[src/adczd_consts.vh]
// adczd_consts.vh: offsets, field positions, reset values and timing counts
// for the control port and zero-detect block. definitions only.
`ifndef ADCZD_CONSTS_VH
`define ADCZD_CONSTS_VH

// ---------------------------------------------------------------
// register indices (seven-bit index field of the control word)
// ---------------------------------------------------------------
`define ADCZD_IDX_ATT_L      7'h10
`define ADCZD_IDX_ATT_R      7'h11
`define ADCZD_IDX_FMT_CTL    7'h12
`define ADCZD_IDX_FILT_CTL   7'h13
`define ADCZD_IDX_MODE_CTL   7'h14
`define ADCZD_IDX_ZERO_CTL   7'h15
`define ADCZD_IDX_ZERO_STAT  7'h16

// ---------------------------------------------------------------
// control word fields
// ---------------------------------------------------------------
`define ADCZD_WORD_BITS      16
`define ADCZD_RW_BIT         15
`define ADCZD_IDX_MSB        14
`define ADCZD_IDX_LSB        8
`define ADCZD_DATA_MSB       7

// ---------------------------------------------------------------
// field positions
// ---------------------------------------------------------------
`define ADCZD_FMT_MUTE       0
`define ADCZD_FMT_DME        1
`define ADCZD_FMT_DMF_LSB    2
`define ADCZD_FMT_FMT_LSB    4
`define ADCZD_FILT_RDBK_EN   3
`define ADCZD_MODE_STREAM    5
`define ADCZD_MODE_DFBYP     4
`define ADCZD_ZCTL_CRIT0     1
`define ADCZD_ZCTL_CRIT1     2

// ---------------------------------------------------------------
// reset values
// ---------------------------------------------------------------
`define ADCZD_RST_ATT        8'hff
`define ADCZD_RST_FMT_CTL    8'h50
`define ADCZD_RST_FILT_CTL   8'h00
`define ADCZD_RST_MODE_CTL   8'h00
`define ADCZD_RST_ZERO_CTL   8'h01

// ---------------------------------------------------------------
// timing
// ---------------------------------------------------------------
`define ADCZD_CLK_HZ         125000000
`define ADCZD_ZERO_WORDS     1024
`define ADCZD_STREAM_ZERO_MS 23
`define ADCZD_STREAM_ZERO_CYC ((`ADCZD_CLK_HZ / 1000) * `ADCZD_STREAM_ZERO_MS)
`define ADCZD_STREAM_PATTERN 8'h96

`endif

[src/adczd_sync.v]
// adczd_sync.v: three-flop synchroniser with agreement filter.
// assumes the input is asynchronous to clk_i.
`timescale 1ns/1ps

module adczd_sync
#(
  parameter W = 1
)
(
  // clock and reset
  input  wire         clk_i,
  input  wire         rst_n_i,
  // data
  input  wire [W-1:0] async_i,
  input  wire [W-1:0] rst_val_i,
  output reg  [W-1:0] sync_o
);

  reg [W-1:0] meta_ff;
  reg [W-1:0] s2_ff;
  reg [W-1:0] s3_ff;

  genvar g;
  generate
    for (g = 0; g < W; g = g + 1)
    begin : g_bit
      // first stage read only by the second
      always @(posedge clk_i or negedge rst_n_i)
      begin
        if (!rst_n_i)
        begin
          meta_ff[g] <= 1'b0;
          s2_ff[g]   <= 1'b0;
          s3_ff[g]   <= 1'b0;
          sync_o[g]  <= 1'b0;
        end
        else
        begin
          meta_ff[g] <= async_i[g];
          s2_ff[g]   <= meta_ff[g];
          s3_ff[g]   <= s2_ff[g];
          // change counts only when stages two and three agree
          if (s2_ff[g] == s3_ff[g])
            sync_o[g] <= s3_ff[g];
        end
      end
    end
  endgenerate

endmodule // adczd_sync

[src/adczd_top.v]
// adczd_top.v: control port, mode registers and zero detection.
// assumes all pins arrive asynchronously to SYS_CLK_I and that the
// control bit clock is much slower than SYS_CLK_I (>= 100 ns period).
`timescale 1ns/1ps
`include "adczd_consts.vh"

module adczd_top
#(
  parameter ZERO_WORDS  = `ADCZD_ZERO_WORDS,
  parameter STREAM_CYC  = `ADCZD_STREAM_ZERO_CYC,
  parameter RAMP_DIV    = 255
)
(
  // system
  input  wire       SYS_CLK_I,
  input  wire       RST_N_I,
  // control port
  input  wire       CONTROL_SERIAL_IN_I,
  input  wire       CONTROL_BIT_CLOCK_I,
  input  wire       CONTROL_SELECT_N_I,
  // pcm / filter port
  input  wire       PCM_WORD_CLOCK_I,
  input  wire       PCM_BIT_CLOCK_I,
  input  wire       PCM_DATA_I,
  // one-bit stream port
  input  wire       STREAM_BIT_CLOCK_I,
  input  wire       STREAM_LEFT_DATA_I,
  input  wire       STREAM_RIGHT_DATA_I,
  // zero flag pins
  output reg        LEFT_ZERO_FLAG_PIN_O,
  output reg        RIGHT_ZERO_FLAG_PIN_O,
  // settings toward the datapath
  output reg  [7:0] LEFT_GAIN_O,
  output reg  [7:0] RIGHT_GAIN_O,
  output reg  [2:0] INPUT_FORMAT_O,
  output reg  [1:0] EMPHASIS_RATE_O,
  output reg        EMPHASIS_ENABLE_O,
  output reg        OUTPUT_PHASE_INVERT_O,
  output reg        ONE_BIT_STREAM_MODE_O,
  output reg        STREAM_LEFT_BIT_O,
  output reg        STREAM_RIGHT_BIT_O,
  output reg        STREAM_BIT_VALID_O
);

  // ---------------------------------------------------------------
  // pin synchronisers
  // ---------------------------------------------------------------
  wire [8:0] pin_sync;
  adczd_sync #(.W(9)) u_sync
  (
    .clk_i     (SYS_CLK_I),
    .rst_n_i   (RST_N_I),
    .async_i   ({CONTROL_SERIAL_IN_I, CONTROL_BIT_CLOCK_I,
                 CONTROL_SELECT_N_I, PCM_WORD_CLOCK_I, PCM_BIT_CLOCK_I,
                 PCM_DATA_I, STREAM_BIT_CLOCK_I, STREAM_LEFT_DATA_I,
                 STREAM_RIGHT_DATA_I}),
    .rst_val_i (9'h000),
    .sync_o    (pin_sync)
  );

  wire mdi_s  = pin_sync[8];
  wire mc_s   = pin_sync[7];
  wire sel_n_s = pin_sync[6];
  wire wck_s  = pin_sync[5];
  wire bck_s  = pin_sync[4];
  wire pd_s   = pin_sync[3];
  wire sbck_s = pin_sync[2];
  wire sdl_s  = pin_sync[1];
  wire sdr_s  = pin_sync[0];

  reg mc_d_ff;
  reg wck_d_ff;
  reg bck_d_ff;
  reg sbck_d_ff;
  always @(posedge SYS_CLK_I or negedge RST_N_I)
  begin
    if (!RST_N_I)
    begin
      mc_d_ff   <= 1'b0;
      wck_d_ff  <= 1'b0;
      bck_d_ff  <= 1'b0;
      sbck_d_ff <= 1'b0;
    end
    else
    begin
      mc_d_ff   <= mc_s;
      wck_d_ff  <= wck_s;
      bck_d_ff  <= bck_s;
      sbck_d_ff <= sbck_s;
    end
  end

  wire mc_rise  = mc_s & ~mc_d_ff;
  wire mc_fall  = ~mc_s & mc_d_ff;
  wire wck_edge = wck_s ^ wck_d_ff;
  wire bck_rise = bck_s & ~bck_d_ff;
  wire sbck_rise = sbck_s & ~sbck_d_ff;

  // ---------------------------------------------------------------
  // mode registers
  // ---------------------------------------------------------------
  reg [7:0] att_l_ff;
  reg [7:0] att_r_ff;
  reg [7:0] fmt_ctl_ff;
  reg [7:0] filt_ctl_ff;
  reg [7:0] mode_ctl_ff;
  reg [7:0] zero_ctl_ff;
  reg       zero_l_ff;
  reg       zero_r_ff;

  wire stream_mode = mode_ctl_ff[`ADCZD_MODE_STREAM];
  wire df_bypass   = mode_ctl_ff[`ADCZD_MODE_DFBYP];
  wire rdbk_en     = filt_ctl_ff[`ADCZD_FILT_RDBK_EN];
  wire soft_mute   = fmt_ctl_ff[`ADCZD_FMT_MUTE];

  // ---------------------------------------------------------------
  // control port: shifts on its own clock and select only
  // ---------------------------------------------------------------
  reg [15:0] shift_ff;
  reg [4:0]  bit_cnt_ff;
  reg [7:0]  rd_sh_ff;
  reg        rd_act_ff;
  reg        done_ff;

  reg [7:0] rd_val;
  always @*
  begin
    case ({shift_ff[5:0], mdi_s})
      `ADCZD_IDX_ATT_L:     rd_val = att_l_ff;
      `ADCZD_IDX_ATT_R:     rd_val = att_r_ff;
      `ADCZD_IDX_FMT_CTL:   rd_val = fmt_ctl_ff;
      `ADCZD_IDX_FILT_CTL:  rd_val = filt_ctl_ff;
      `ADCZD_IDX_MODE_CTL:  rd_val = mode_ctl_ff;
      `ADCZD_IDX_ZERO_CTL:  rd_val = zero_ctl_ff;
      `ADCZD_IDX_ZERO_STAT: rd_val = {6'h00, zero_r_ff, zero_l_ff};
      default:              rd_val = 8'h00;
    endcase
  end

  wire [6:0] wr_idx = shift_ff[`ADCZD_IDX_MSB-1:`ADCZD_IDX_LSB-1];
  wire       wr_dir = shift_ff[`ADCZD_RW_BIT-1];
  wire [7:0] wr_dat = {shift_ff[`ADCZD_DATA_MSB-1:0], mdi_s};
  wire       word_end = mc_rise & ~sel_n_s & ~done_ff &
                        (bit_cnt_ff == 5'h0f);

  always @(posedge SYS_CLK_I or negedge RST_N_I)
  begin
    if (!RST_N_I)
    begin
      shift_ff   <= 16'h0000;
      bit_cnt_ff <= 5'h00;
      rd_sh_ff   <= 8'h00;
      rd_act_ff  <= 1'b0;
      done_ff    <= 1'b0;
    end
    else if (sel_n_s)
    begin
      // select high ends any word and re-arms the port
      bit_cnt_ff <= 5'h00;
      rd_act_ff  <= 1'b0;
      done_ff    <= 1'b0;
    end
    else
    begin
      if (mc_rise && !done_ff)
      begin
        shift_ff   <= {shift_ff[14:0], mdi_s};
        bit_cnt_ff <= bit_cnt_ff + 5'h01;
        if (bit_cnt_ff == 5'h0f)
          done_ff <= 1'b1;
        // index complete after eighth clock: load read data
        if (bit_cnt_ff == 5'h07)
        begin
          rd_act_ff <= shift_ff[6];
          rd_sh_ff  <= rd_val;
        end
      end
      // next read bit appears after each later falling clock
      if (mc_fall && rd_act_ff && bit_cnt_ff > 5'h08)
        rd_sh_ff <= {rd_sh_ff[6:0], 1'b0};
    end
  end

  // read index: six bits already shifted plus the eighth bit on the line,
  // so the lookup is ready in the same cycle as the eighth clock

  // ---------------------------------------------------------------
  // register writes, only after the sixteenth clock
  // ---------------------------------------------------------------
  wire do_wr = word_end & ~wr_dir;

  always @(posedge SYS_CLK_I or negedge RST_N_I)
  begin
    if (!RST_N_I)
    begin
      att_l_ff    <= `ADCZD_RST_ATT;
      att_r_ff    <= `ADCZD_RST_ATT;
      fmt_ctl_ff  <= `ADCZD_RST_FMT_CTL;
      filt_ctl_ff <= `ADCZD_RST_FILT_CTL;
      mode_ctl_ff <= `ADCZD_RST_MODE_CTL;
      zero_ctl_ff <= `ADCZD_RST_ZERO_CTL;
    end
    else if (do_wr)
    begin
      case (wr_idx)
        `ADCZD_IDX_ATT_L:    att_l_ff    <= wr_dat;
        `ADCZD_IDX_ATT_R:    att_r_ff    <= wr_dat;
        `ADCZD_IDX_FMT_CTL:  fmt_ctl_ff  <= wr_dat;
        `ADCZD_IDX_FILT_CTL: filt_ctl_ff <= wr_dat;
        `ADCZD_IDX_MODE_CTL: mode_ctl_ff <= wr_dat;
        `ADCZD_IDX_ZERO_CTL: zero_ctl_ff <= wr_dat;
        default:             mode_ctl_ff <= mode_ctl_ff;
      endcase
    end
  end

  // ---------------------------------------------------------------
  // pcm / filter zero detect, one counter per channel
  // ---------------------------------------------------------------
  // pcm data is low for a word period when no bit sampled high
  reg        seen_l_ff;
  reg        seen_r_ff;
  reg [10:0] pz_l_ff;
  reg [10:0] pz_r_ff;
  // filter mode carries mono data; both channels share the pcm line
  wire left_half = df_bypass ? 1'b1 : ~wck_s;
  always @(posedge SYS_CLK_I or negedge RST_N_I)
  begin
    if (!RST_N_I)
    begin
      seen_l_ff <= 1'b0;
      seen_r_ff <= 1'b0;
      pz_l_ff   <= 11'h000;
      pz_r_ff   <= 11'h000;
    end
    else
    begin
      // count on the closing edge of each word period
      if (wck_edge && !wck_s)
      begin
        seen_l_ff <= 1'b0;
        seen_r_ff <= 1'b0;
        pz_l_ff <= seen_l_ff ? 11'h000 :
                   (pz_l_ff == ZERO_WORDS[10:0]) ? pz_l_ff :
                   pz_l_ff + 11'h001;
        pz_r_ff <= seen_r_ff ? 11'h000 :
                   (pz_r_ff == ZERO_WORDS[10:0]) ? pz_r_ff :
                   pz_r_ff + 11'h001;
      end
      // set after clear: a high bit on the closing edge is never lost
      if (bck_rise && pd_s)
      begin
        if (left_half || df_bypass)
          seen_l_ff <= 1'b1;
        if (!left_half || df_bypass)
          seen_r_ff <= 1'b1;
      end
    end
  end

  // ---------------------------------------------------------------
  // stream zero detect: 8-bit groups, per channel
  // ---------------------------------------------------------------
  reg [7:0]  grp_l_ff;
  reg [7:0]  grp_r_ff;
  reg [2:0]  grp_cnt_ff;
  reg        ok_l_ff;
  reg        ok_r_ff;
  reg [31:0] sz_l_ff;
  reg [31:0] sz_r_ff;

  function grp_ok;
    input [7:0] g;
    input       crit_pat;
    reg   [3:0] ones;
    integer     k;
    begin
      ones = 4'h0;
      for (k = 0; k < 8; k = k + 1)
        ones = ones + {3'h0, g[k]};
      grp_ok = crit_pat ? (g == `ADCZD_STREAM_PATTERN)
                        : (ones == 4'h4);
    end
  endfunction

  wire crit_pat = zero_ctl_ff[`ADCZD_ZCTL_CRIT1];
  wire crit_on  = zero_ctl_ff[`ADCZD_ZCTL_CRIT0] | crit_pat;
  wire [7:0] nxt_grp_l = {grp_l_ff[6:0], sdl_s};
  wire [7:0] nxt_grp_r = {grp_r_ff[6:0], sdr_s};

  always @(posedge SYS_CLK_I or negedge RST_N_I)
  begin
    if (!RST_N_I)
    begin
      grp_l_ff   <= 8'h00;
      grp_r_ff   <= 8'h00;
      grp_cnt_ff <= 3'h0;
      ok_l_ff    <= 1'b0;
      ok_r_ff    <= 1'b0;
    end
    else if (sbck_rise && stream_mode)
    begin
      grp_l_ff   <= nxt_grp_l;
      grp_r_ff   <= nxt_grp_r;
      grp_cnt_ff <= grp_cnt_ff + 3'h1;
      if (grp_cnt_ff == 3'h7)
      begin
        ok_l_ff <= crit_on & grp_ok(nxt_grp_l, crit_pat);
        ok_r_ff <= crit_on & grp_ok(nxt_grp_r, crit_pat);
      end
    end
  end

  // time the run of good groups on the system clock
  always @(posedge SYS_CLK_I or negedge RST_N_I)
  begin
    if (!RST_N_I)
    begin
      sz_l_ff <= 32'h0;
      sz_r_ff <= 32'h0;
    end
    else
    begin
      sz_l_ff <= (!ok_l_ff || !stream_mode) ? 32'h0 :
                 (sz_l_ff == STREAM_CYC) ? sz_l_ff : sz_l_ff + 32'h1;
      sz_r_ff <= (!ok_r_ff || !stream_mode) ? 32'h0 :
                 (sz_r_ff == STREAM_CYC) ? sz_r_ff : sz_r_ff + 32'h1;
    end
  end

  // ---------------------------------------------------------------
  // zero flags, pins and datapath outputs
  // ---------------------------------------------------------------
  wire zl = stream_mode ? (sz_l_ff == STREAM_CYC)
                        : (pz_l_ff == ZERO_WORDS[10:0]);
  wire zr = stream_mode ? (sz_r_ff == STREAM_CYC)
                        : (pz_r_ff == ZERO_WORDS[10:0]);

  // soft mute ramps the gain down one half-db step per RAMP_DIV + 1 cycles
  reg [7:0] ramp_cnt_ff;
  always @(posedge SYS_CLK_I or negedge RST_N_I)
  begin
    if (!RST_N_I)
    begin
      zero_l_ff             <= 1'b0;
      zero_r_ff             <= 1'b0;
      LEFT_ZERO_FLAG_PIN_O  <= 1'b0;
      RIGHT_ZERO_FLAG_PIN_O <= 1'b0;
      LEFT_GAIN_O           <= `ADCZD_RST_ATT;
      RIGHT_GAIN_O          <= `ADCZD_RST_ATT;
      ramp_cnt_ff           <= 8'h00;
      INPUT_FORMAT_O        <= 3'h5;
      EMPHASIS_RATE_O       <= 2'h0;
      EMPHASIS_ENABLE_O     <= 1'b0;
      OUTPUT_PHASE_INVERT_O <= 1'b0;
      ONE_BIT_STREAM_MODE_O <= 1'b0;
      STREAM_LEFT_BIT_O     <= 1'b0;
      STREAM_RIGHT_BIT_O    <= 1'b0;
      STREAM_BIT_VALID_O    <= 1'b0;
    end
    else
    begin
      zero_l_ff <= zl;
      zero_r_ff <= zr;
      if (rdbk_en)
      begin
        LEFT_ZERO_FLAG_PIN_O  <= rd_act_ff & rd_sh_ff[7];
        RIGHT_ZERO_FLAG_PIN_O <= zl & zr;
      end
      else
      begin
        LEFT_ZERO_FLAG_PIN_O  <= zl;
        RIGHT_ZERO_FLAG_PIN_O <= zr;
      end
      ramp_cnt_ff <= (ramp_cnt_ff == RAMP_DIV[7:0]) ? 8'h00
                                                    : ramp_cnt_ff + 8'h01;
      if (stream_mode)
      begin
        LEFT_GAIN_O  <= `ADCZD_RST_ATT;
        RIGHT_GAIN_O <= `ADCZD_RST_ATT;
      end
      else if (soft_mute)
      begin
        if (ramp_cnt_ff == 8'h00 && LEFT_GAIN_O != 8'h00)
          LEFT_GAIN_O <= LEFT_GAIN_O - 8'h01;
        if (ramp_cnt_ff == 8'h00 && RIGHT_GAIN_O != 8'h00)
          RIGHT_GAIN_O <= RIGHT_GAIN_O - 8'h01;
      end
      else
      begin
        LEFT_GAIN_O  <= att_l_ff;
        RIGHT_GAIN_O <= att_r_ff;
      end
      INPUT_FORMAT_O        <= fmt_ctl_ff[`ADCZD_FMT_FMT_LSB+2:
                                          `ADCZD_FMT_FMT_LSB];
      EMPHASIS_RATE_O       <= fmt_ctl_ff[`ADCZD_FMT_DMF_LSB+1:
                                          `ADCZD_FMT_DMF_LSB];
      EMPHASIS_ENABLE_O     <= fmt_ctl_ff[`ADCZD_FMT_DME];
      OUTPUT_PHASE_INVERT_O <= filt_ctl_ff[7];
      ONE_BIT_STREAM_MODE_O <= stream_mode;
      STREAM_BIT_VALID_O    <= sbck_rise & stream_mode;
      if (sbck_rise && stream_mode)
      begin
        STREAM_LEFT_BIT_O  <= sdl_s;
        STREAM_RIGHT_BIT_O <= sdr_s;
      end
    end
  end

endmodule // adczd_top

[config.mk]
export PLATFORM = sky130hd
export DESIGN_NAME = adczd_top
export DESIGN_NICKNAME = d
export VERILOG_FILES = /design/src/adczd_sync.v /design/src/adczd_top.v
export VERILOG_INCLUDE_DIRS = /design/src
export SDC_FILE = /design/constraint.sdc
export NUM_CORES = 1
export LEC_CHECK = 0
export ABC_AREA = 1
export ABC_CLOCK_PERIOD_IN_PS = 5900
export BUFFER_PORTS_ARGS = -buffer_cell sky130_fd_sc_hd__buf_2
export CAP_MARGIN = 40
export CORE_MARGIN = 3
export CORE_UTILIZATION = 46
export DETAILED_ROUTE_END_ITERATION = 7
export GPL_TIMING_DRIVEN = 0
export PLACE_DENSITY = 0.66
export SYNTH_ARGS = -nofsm -noshare
export SYNTH_HDL_FRONTEND = slang
export SYNTH_SLANG_ARGS = --single-unit
export TNS_END_PERCENT = 100
[constraint.sdc]
create_clock -name SYS_CLK_I -period 5.9 [get_ports SYS_CLK_I]
set_input_delay 0.885 -clock SYS_CLK_I [delete_from_list [all_inputs] [get_ports SYS_CLK_I]]
set_output_delay 0.885 -clock SYS_CLK_I [all_outputs]
set_load 0.01 [all_outputs]
==> summary.md <==
The flow ran to the end, and the final reports show no timing, DRC or antenna violations. The length in cells of the worst reg-to-reg path came out at 14. The source of the worst register-to-register timing path was grp_l_ff[0]. For this design the static power due to leakage is 6.747 nW. The routed design has 31.45 mm of wire.

The sequential element share of the synthesized area is 0.5006. The number of buffers added for setup after CTS was 0. The average routed wire per standard cell works out to 14.52 µm. For the register-to-register setup slack, the log shows 2.70 ns.

The biggest cell delay along the critical path came out at 0.56 ns. The completed layout was analyzed and its total power is 0.004378 W. For the net count of the finished layout, the log shows 1808. The power share of the sequential group was 0.442. Counting flops with a built-in enable in the synthesized netlist gives 0. Entering global routing, the biggest net connects 103 pins. TritonCTS built the clock tree. The logs give 61 for the number of rows created at floorplan and 262 for the TritonCTS sink count. Synthesis handed over a netlist of 1691 instances. The number of global-route vias before repair was 10.78k; the area of the placeable core was 0.02801 mm².

The final weighted congestion of routability-driven global placement is 0.9512. The multiplexer area fraction after synthesis was 0; the sum of buffers and inverters on the critical path was 3. The async set-reset flop share out of synthesis was 1.000. The tools report the number of distinct library cells after synthesis as 33. The worst register-to-register path ends at ok_l_ff.

The placed wire-length estimate was 22.77 mm. After synthesis, the cell types taking the most area are dfrtp_1, nand2_1, dfstp_2. The synthesized-area fraction occupied by and/or/nand/nor cells came out at 0.2863. The number of maximum-capacitance violations came out at 0. The most used flip-flop cell after synthesis is dfrtp_1.

Count of non-filler cells in the finished layout: 2166. The critical path is of the register to register type. The parity-gate share of the synthesized area counting xor and xnor cells works out to 0.02191. The slew at the pin with the worst max-slew slack came out at 0.6574 ns. The filler cells instantiated in the layout total 2682. The vias per cell is 5.136. The dominant delay contributor by cell family on the critical path was adder cells. The synthesized design spends more area on one cell type than any other, namely dfrtp_1. The tools report the peak supply drop as 0.2300 mV. The worst-skew pair later-pin latency is 0.54 ns.

The detail route stage leaves a number of antenna-violating nets equal to 0. For the share of the core filled with cells, the log shows 0.5374. The final hold violation count is 0, and the number of detailed-route iterations in the first pass is 5. The final setup skew is 0.01162 ns. The clock root buffer master was clkbuf_16. The run gives 0 as the initial antenna violation count. The signal on the critical path passes through inv_1 > fa_1 > fa_1 > fa_1 > inv_1 > ha_1 > inv_1 > fa_1 > nand2_1 > nor2_1 > a21oi_1 > o21ai_0 > nand3_1 > nand2_1.

The run gives 0.4709 as the initial standard-cell utilization of the core. For the signal arrival time at the worst endpoint, the log shows 3.63 ns. After detailed routing, the number of remaining DRC violations is 0. The largest fanout of any net on the critical path is 4. By instance count, the cell type seen most on the critical path is fa_1.

The clock-pin slew on the worst setup and hold paths came out at 0.06 ns. After synthesis, the largest family of logic cells by area is simple AND/OR/NAND/NOR gates. The part of the power in combinational logic was 0.085; the switching power summed over all nets was 0.001090 W. The signed area change from the synthesized netlist to the final layout works out to 14.12%. The data required time of the worst path was 6.34 ns; the synthesized flop and latch total was 262. The sequential cells in the finished layout cover a total of 0.006603 mm². Yosys printed 0 warnings. The highest layer touched by signal routing is met4. The commonest cells after synthesis are nand2_1, nor2_1, dfrtp_1, inv_1, o21ai_0. The internal portion of the total power is 0.003288 W. The final worst-path cycle share is 0.5416, and the detailed-route via count is 11.13k. 40 I/O pins were placed. The die outline width is 175.3 µm. The adder-cell share of the synthesized area works out to 0.04269. STA classifies the critical path endpoint as a register.

The minimum period implied by the final worst setup slack is 3.195 ns. The repair_antennas step left the layout with diodes totalling 0. The worst setup path is launched from a register. The clock power share is 0.473. Setup repair after global routing left no endpoint under its margin. The logs give 0 for the total of endpoints with negative setup slack in the final report and 53.24 mm for the global-route wire length before repair. The cell area that synthesis handed to floorplanning was 0.01319 mm². Total power divided by cell area: 290.8 mW/mm². The tools report the maximum level of the CTS H-tree as 1. The detailed router finished its first iteration with 770 violations. Counting every net in the synthesized netlist gives 1735.

The average instance in the mapped netlist occupies 7.800 µm². The number of pins with negative max-slew slack in the final report was 0. The relative slew slack was 0.5583.

In the final layout, the multi-input gates occupy 0.005635 mm². Hold repair after CTS inserted 0 buffers. The post-synthesis compound-gate area fraction was 0.07636; the met2 routed wirelength was 14.46 mm. The total global-route track usage is 0.2074, and the layout cell share with drive strength beyond 1 is 0.08054. The longest clock path from root to sink contains 3 buffers. The number of gates resized after CTS was 0.

The global-route congestion overflow total came out at 0. The count of port buffers added during placement is 39, and the number of buffers created by CTS is 30. The die height was 175.3 µm; the area enclosed by the die boundary was 0.03074 mm². For the total length of routed met3 wires, the log shows 1.453 mm.

The area fraction of the dominant cell type after synthesis was 0.4269. The most common cell in the synthesized netlist is nand2_1. Static timing analysis puts the maximum clock frequency at 0.3130 GHz.

The met1 wire length came out at 14.72 mm. The min-delay analysis places its worst path in the category primary input to async pin. For this design, the slowest cell found on the critical path is fa_1. The cell count after placement was 2110; the switching share of total power was 0.2489.
[area by class of cell]
cell class	instances	share of cell area
Sequential cell	262	0.4386
Multi-Input combinational cell	1189	0.3744
Clock buffer	40	0.05777
Inverter	208	0.05187
Tap cell	378	0.03142
Clock inverter	16	0.01729
Timing Repair Buffer	41	0.01729
Buffer	32	0.01139
[worst register-to-register path: cells and delay by family (launching register included)]
family | cells | cell delay [ns]
flip-flops | 1 | 0.38
buffers and inverters | 3 | 0.20
AND/OR/NAND/NOR | 4 | 0.25
adder cells (fa/ha/maj) | 5 | 1.96
AO/OA/AOI/OAI | 2 | 0.28
[through the flow]
step                      setup slack [ns]  area [µm²]  setup TNS (ns)  hold WS, ns
after floorplan                      2.924       13190               0       0.3312
after global placement             -0.7912       13860         -170.71       0.3353
after detailed placement             2.742       13920               0       0.3373
after CTS                            2.688       15050               0       0.2756
after global routing                 2.500       15050               0       0.2971
final                                2.705       15050               0       0.2719
[per-layer routing]
metal | up-vias | global-route usage
met4 | 0 | 0.05751
met3 | 59 | 0.03264
li1 | 5546 | -
met2 | 230 | 0.3394
met1 | 5290 | 0.2886
met5 | - | 0
[registers in the layout (all words and copies together) (netlist names), 5 cells and up]
signal and flops:
att_l_ff 8, shift_ff 15, u_sync.s3_ff 9, bit_cnt_ff 5, sz_r_ff 32, grp_l_ff 7
pz_r_ff 11, mode_ctl_ff 8, pz_l_ff 11, u_sync.s2_ff 9, RIGHT_GAIN_O 8, zero_ctl_ff 8
ramp_cnt_ff 8, sz_l_ff 32, rd_sh_ff 8, LEFT_GAIN_O 8, filt_ctl_ff 8, u_sync.meta_ff 9
u_sync.sync_o 9, grp_r_ff 7, att_r_ff 8, fmt_ctl_ff 8
[cell families (layout without fill, tap and decap cells)]
kind of cell / Yosys count / in the layout
fa+ha+maj: 42 / 42
xor+xnor: 33 / 33
flops: 262 / 262
compound gates: 197 / 197
buf+inv: 240 / 337
simple gates: 917 / 917
[worst max-delay path by stage]
stage                              endpoint  cells past startpoint   startpoint  slack [ns]
after global routing                ok_l_ff                     14  grp_l_ff[0]        2.50
after detailed placement            ok_l_ff                     14  grp_l_ff[0]        2.74
after CTS                           ok_l_ff                     14  grp_l_ff[0]        2.69
after global placement    u_sync.meta_ff[2]                      1      RST_N_I       -0.79
final                               ok_l_ff                     14  grp_l_ff[0]        2.70
after floorplan                     ok_l_ff                     14  grp_l_ff[0]        2.92
[power groups by stage]
stage                     Sequential, W  Combinational, W  Clock, W
final                           0.00193          0.000371   0.00207
after global routing            0.00194          0.000419   0.00220
after CTS                       0.00193          0.000371   0.00212
after detailed placement        0.00196          0.000369         0
after global placement          0.00196          0.000356         0
after floorplan                 0.00195          0.000219         0
[cell usage in the layout, fill, tap and decap left out, types with 29 or more instances in the layout]
cell	synthesis	layout
dfstp_2	37	37
nand3_1	114	114
inv_1	206	206
nor3_1	40	40
nor2_1	250	250
nand2_1	463	463
nand4_1	37	37
o21ai_0	148	148
clkbuf_16	0	31
buf_2	5	43
xor2_1	29	29
dfrtp_1	225	225
a21oi_1	38	38
No activity file was read; power rests on OpenSTA's default activity.
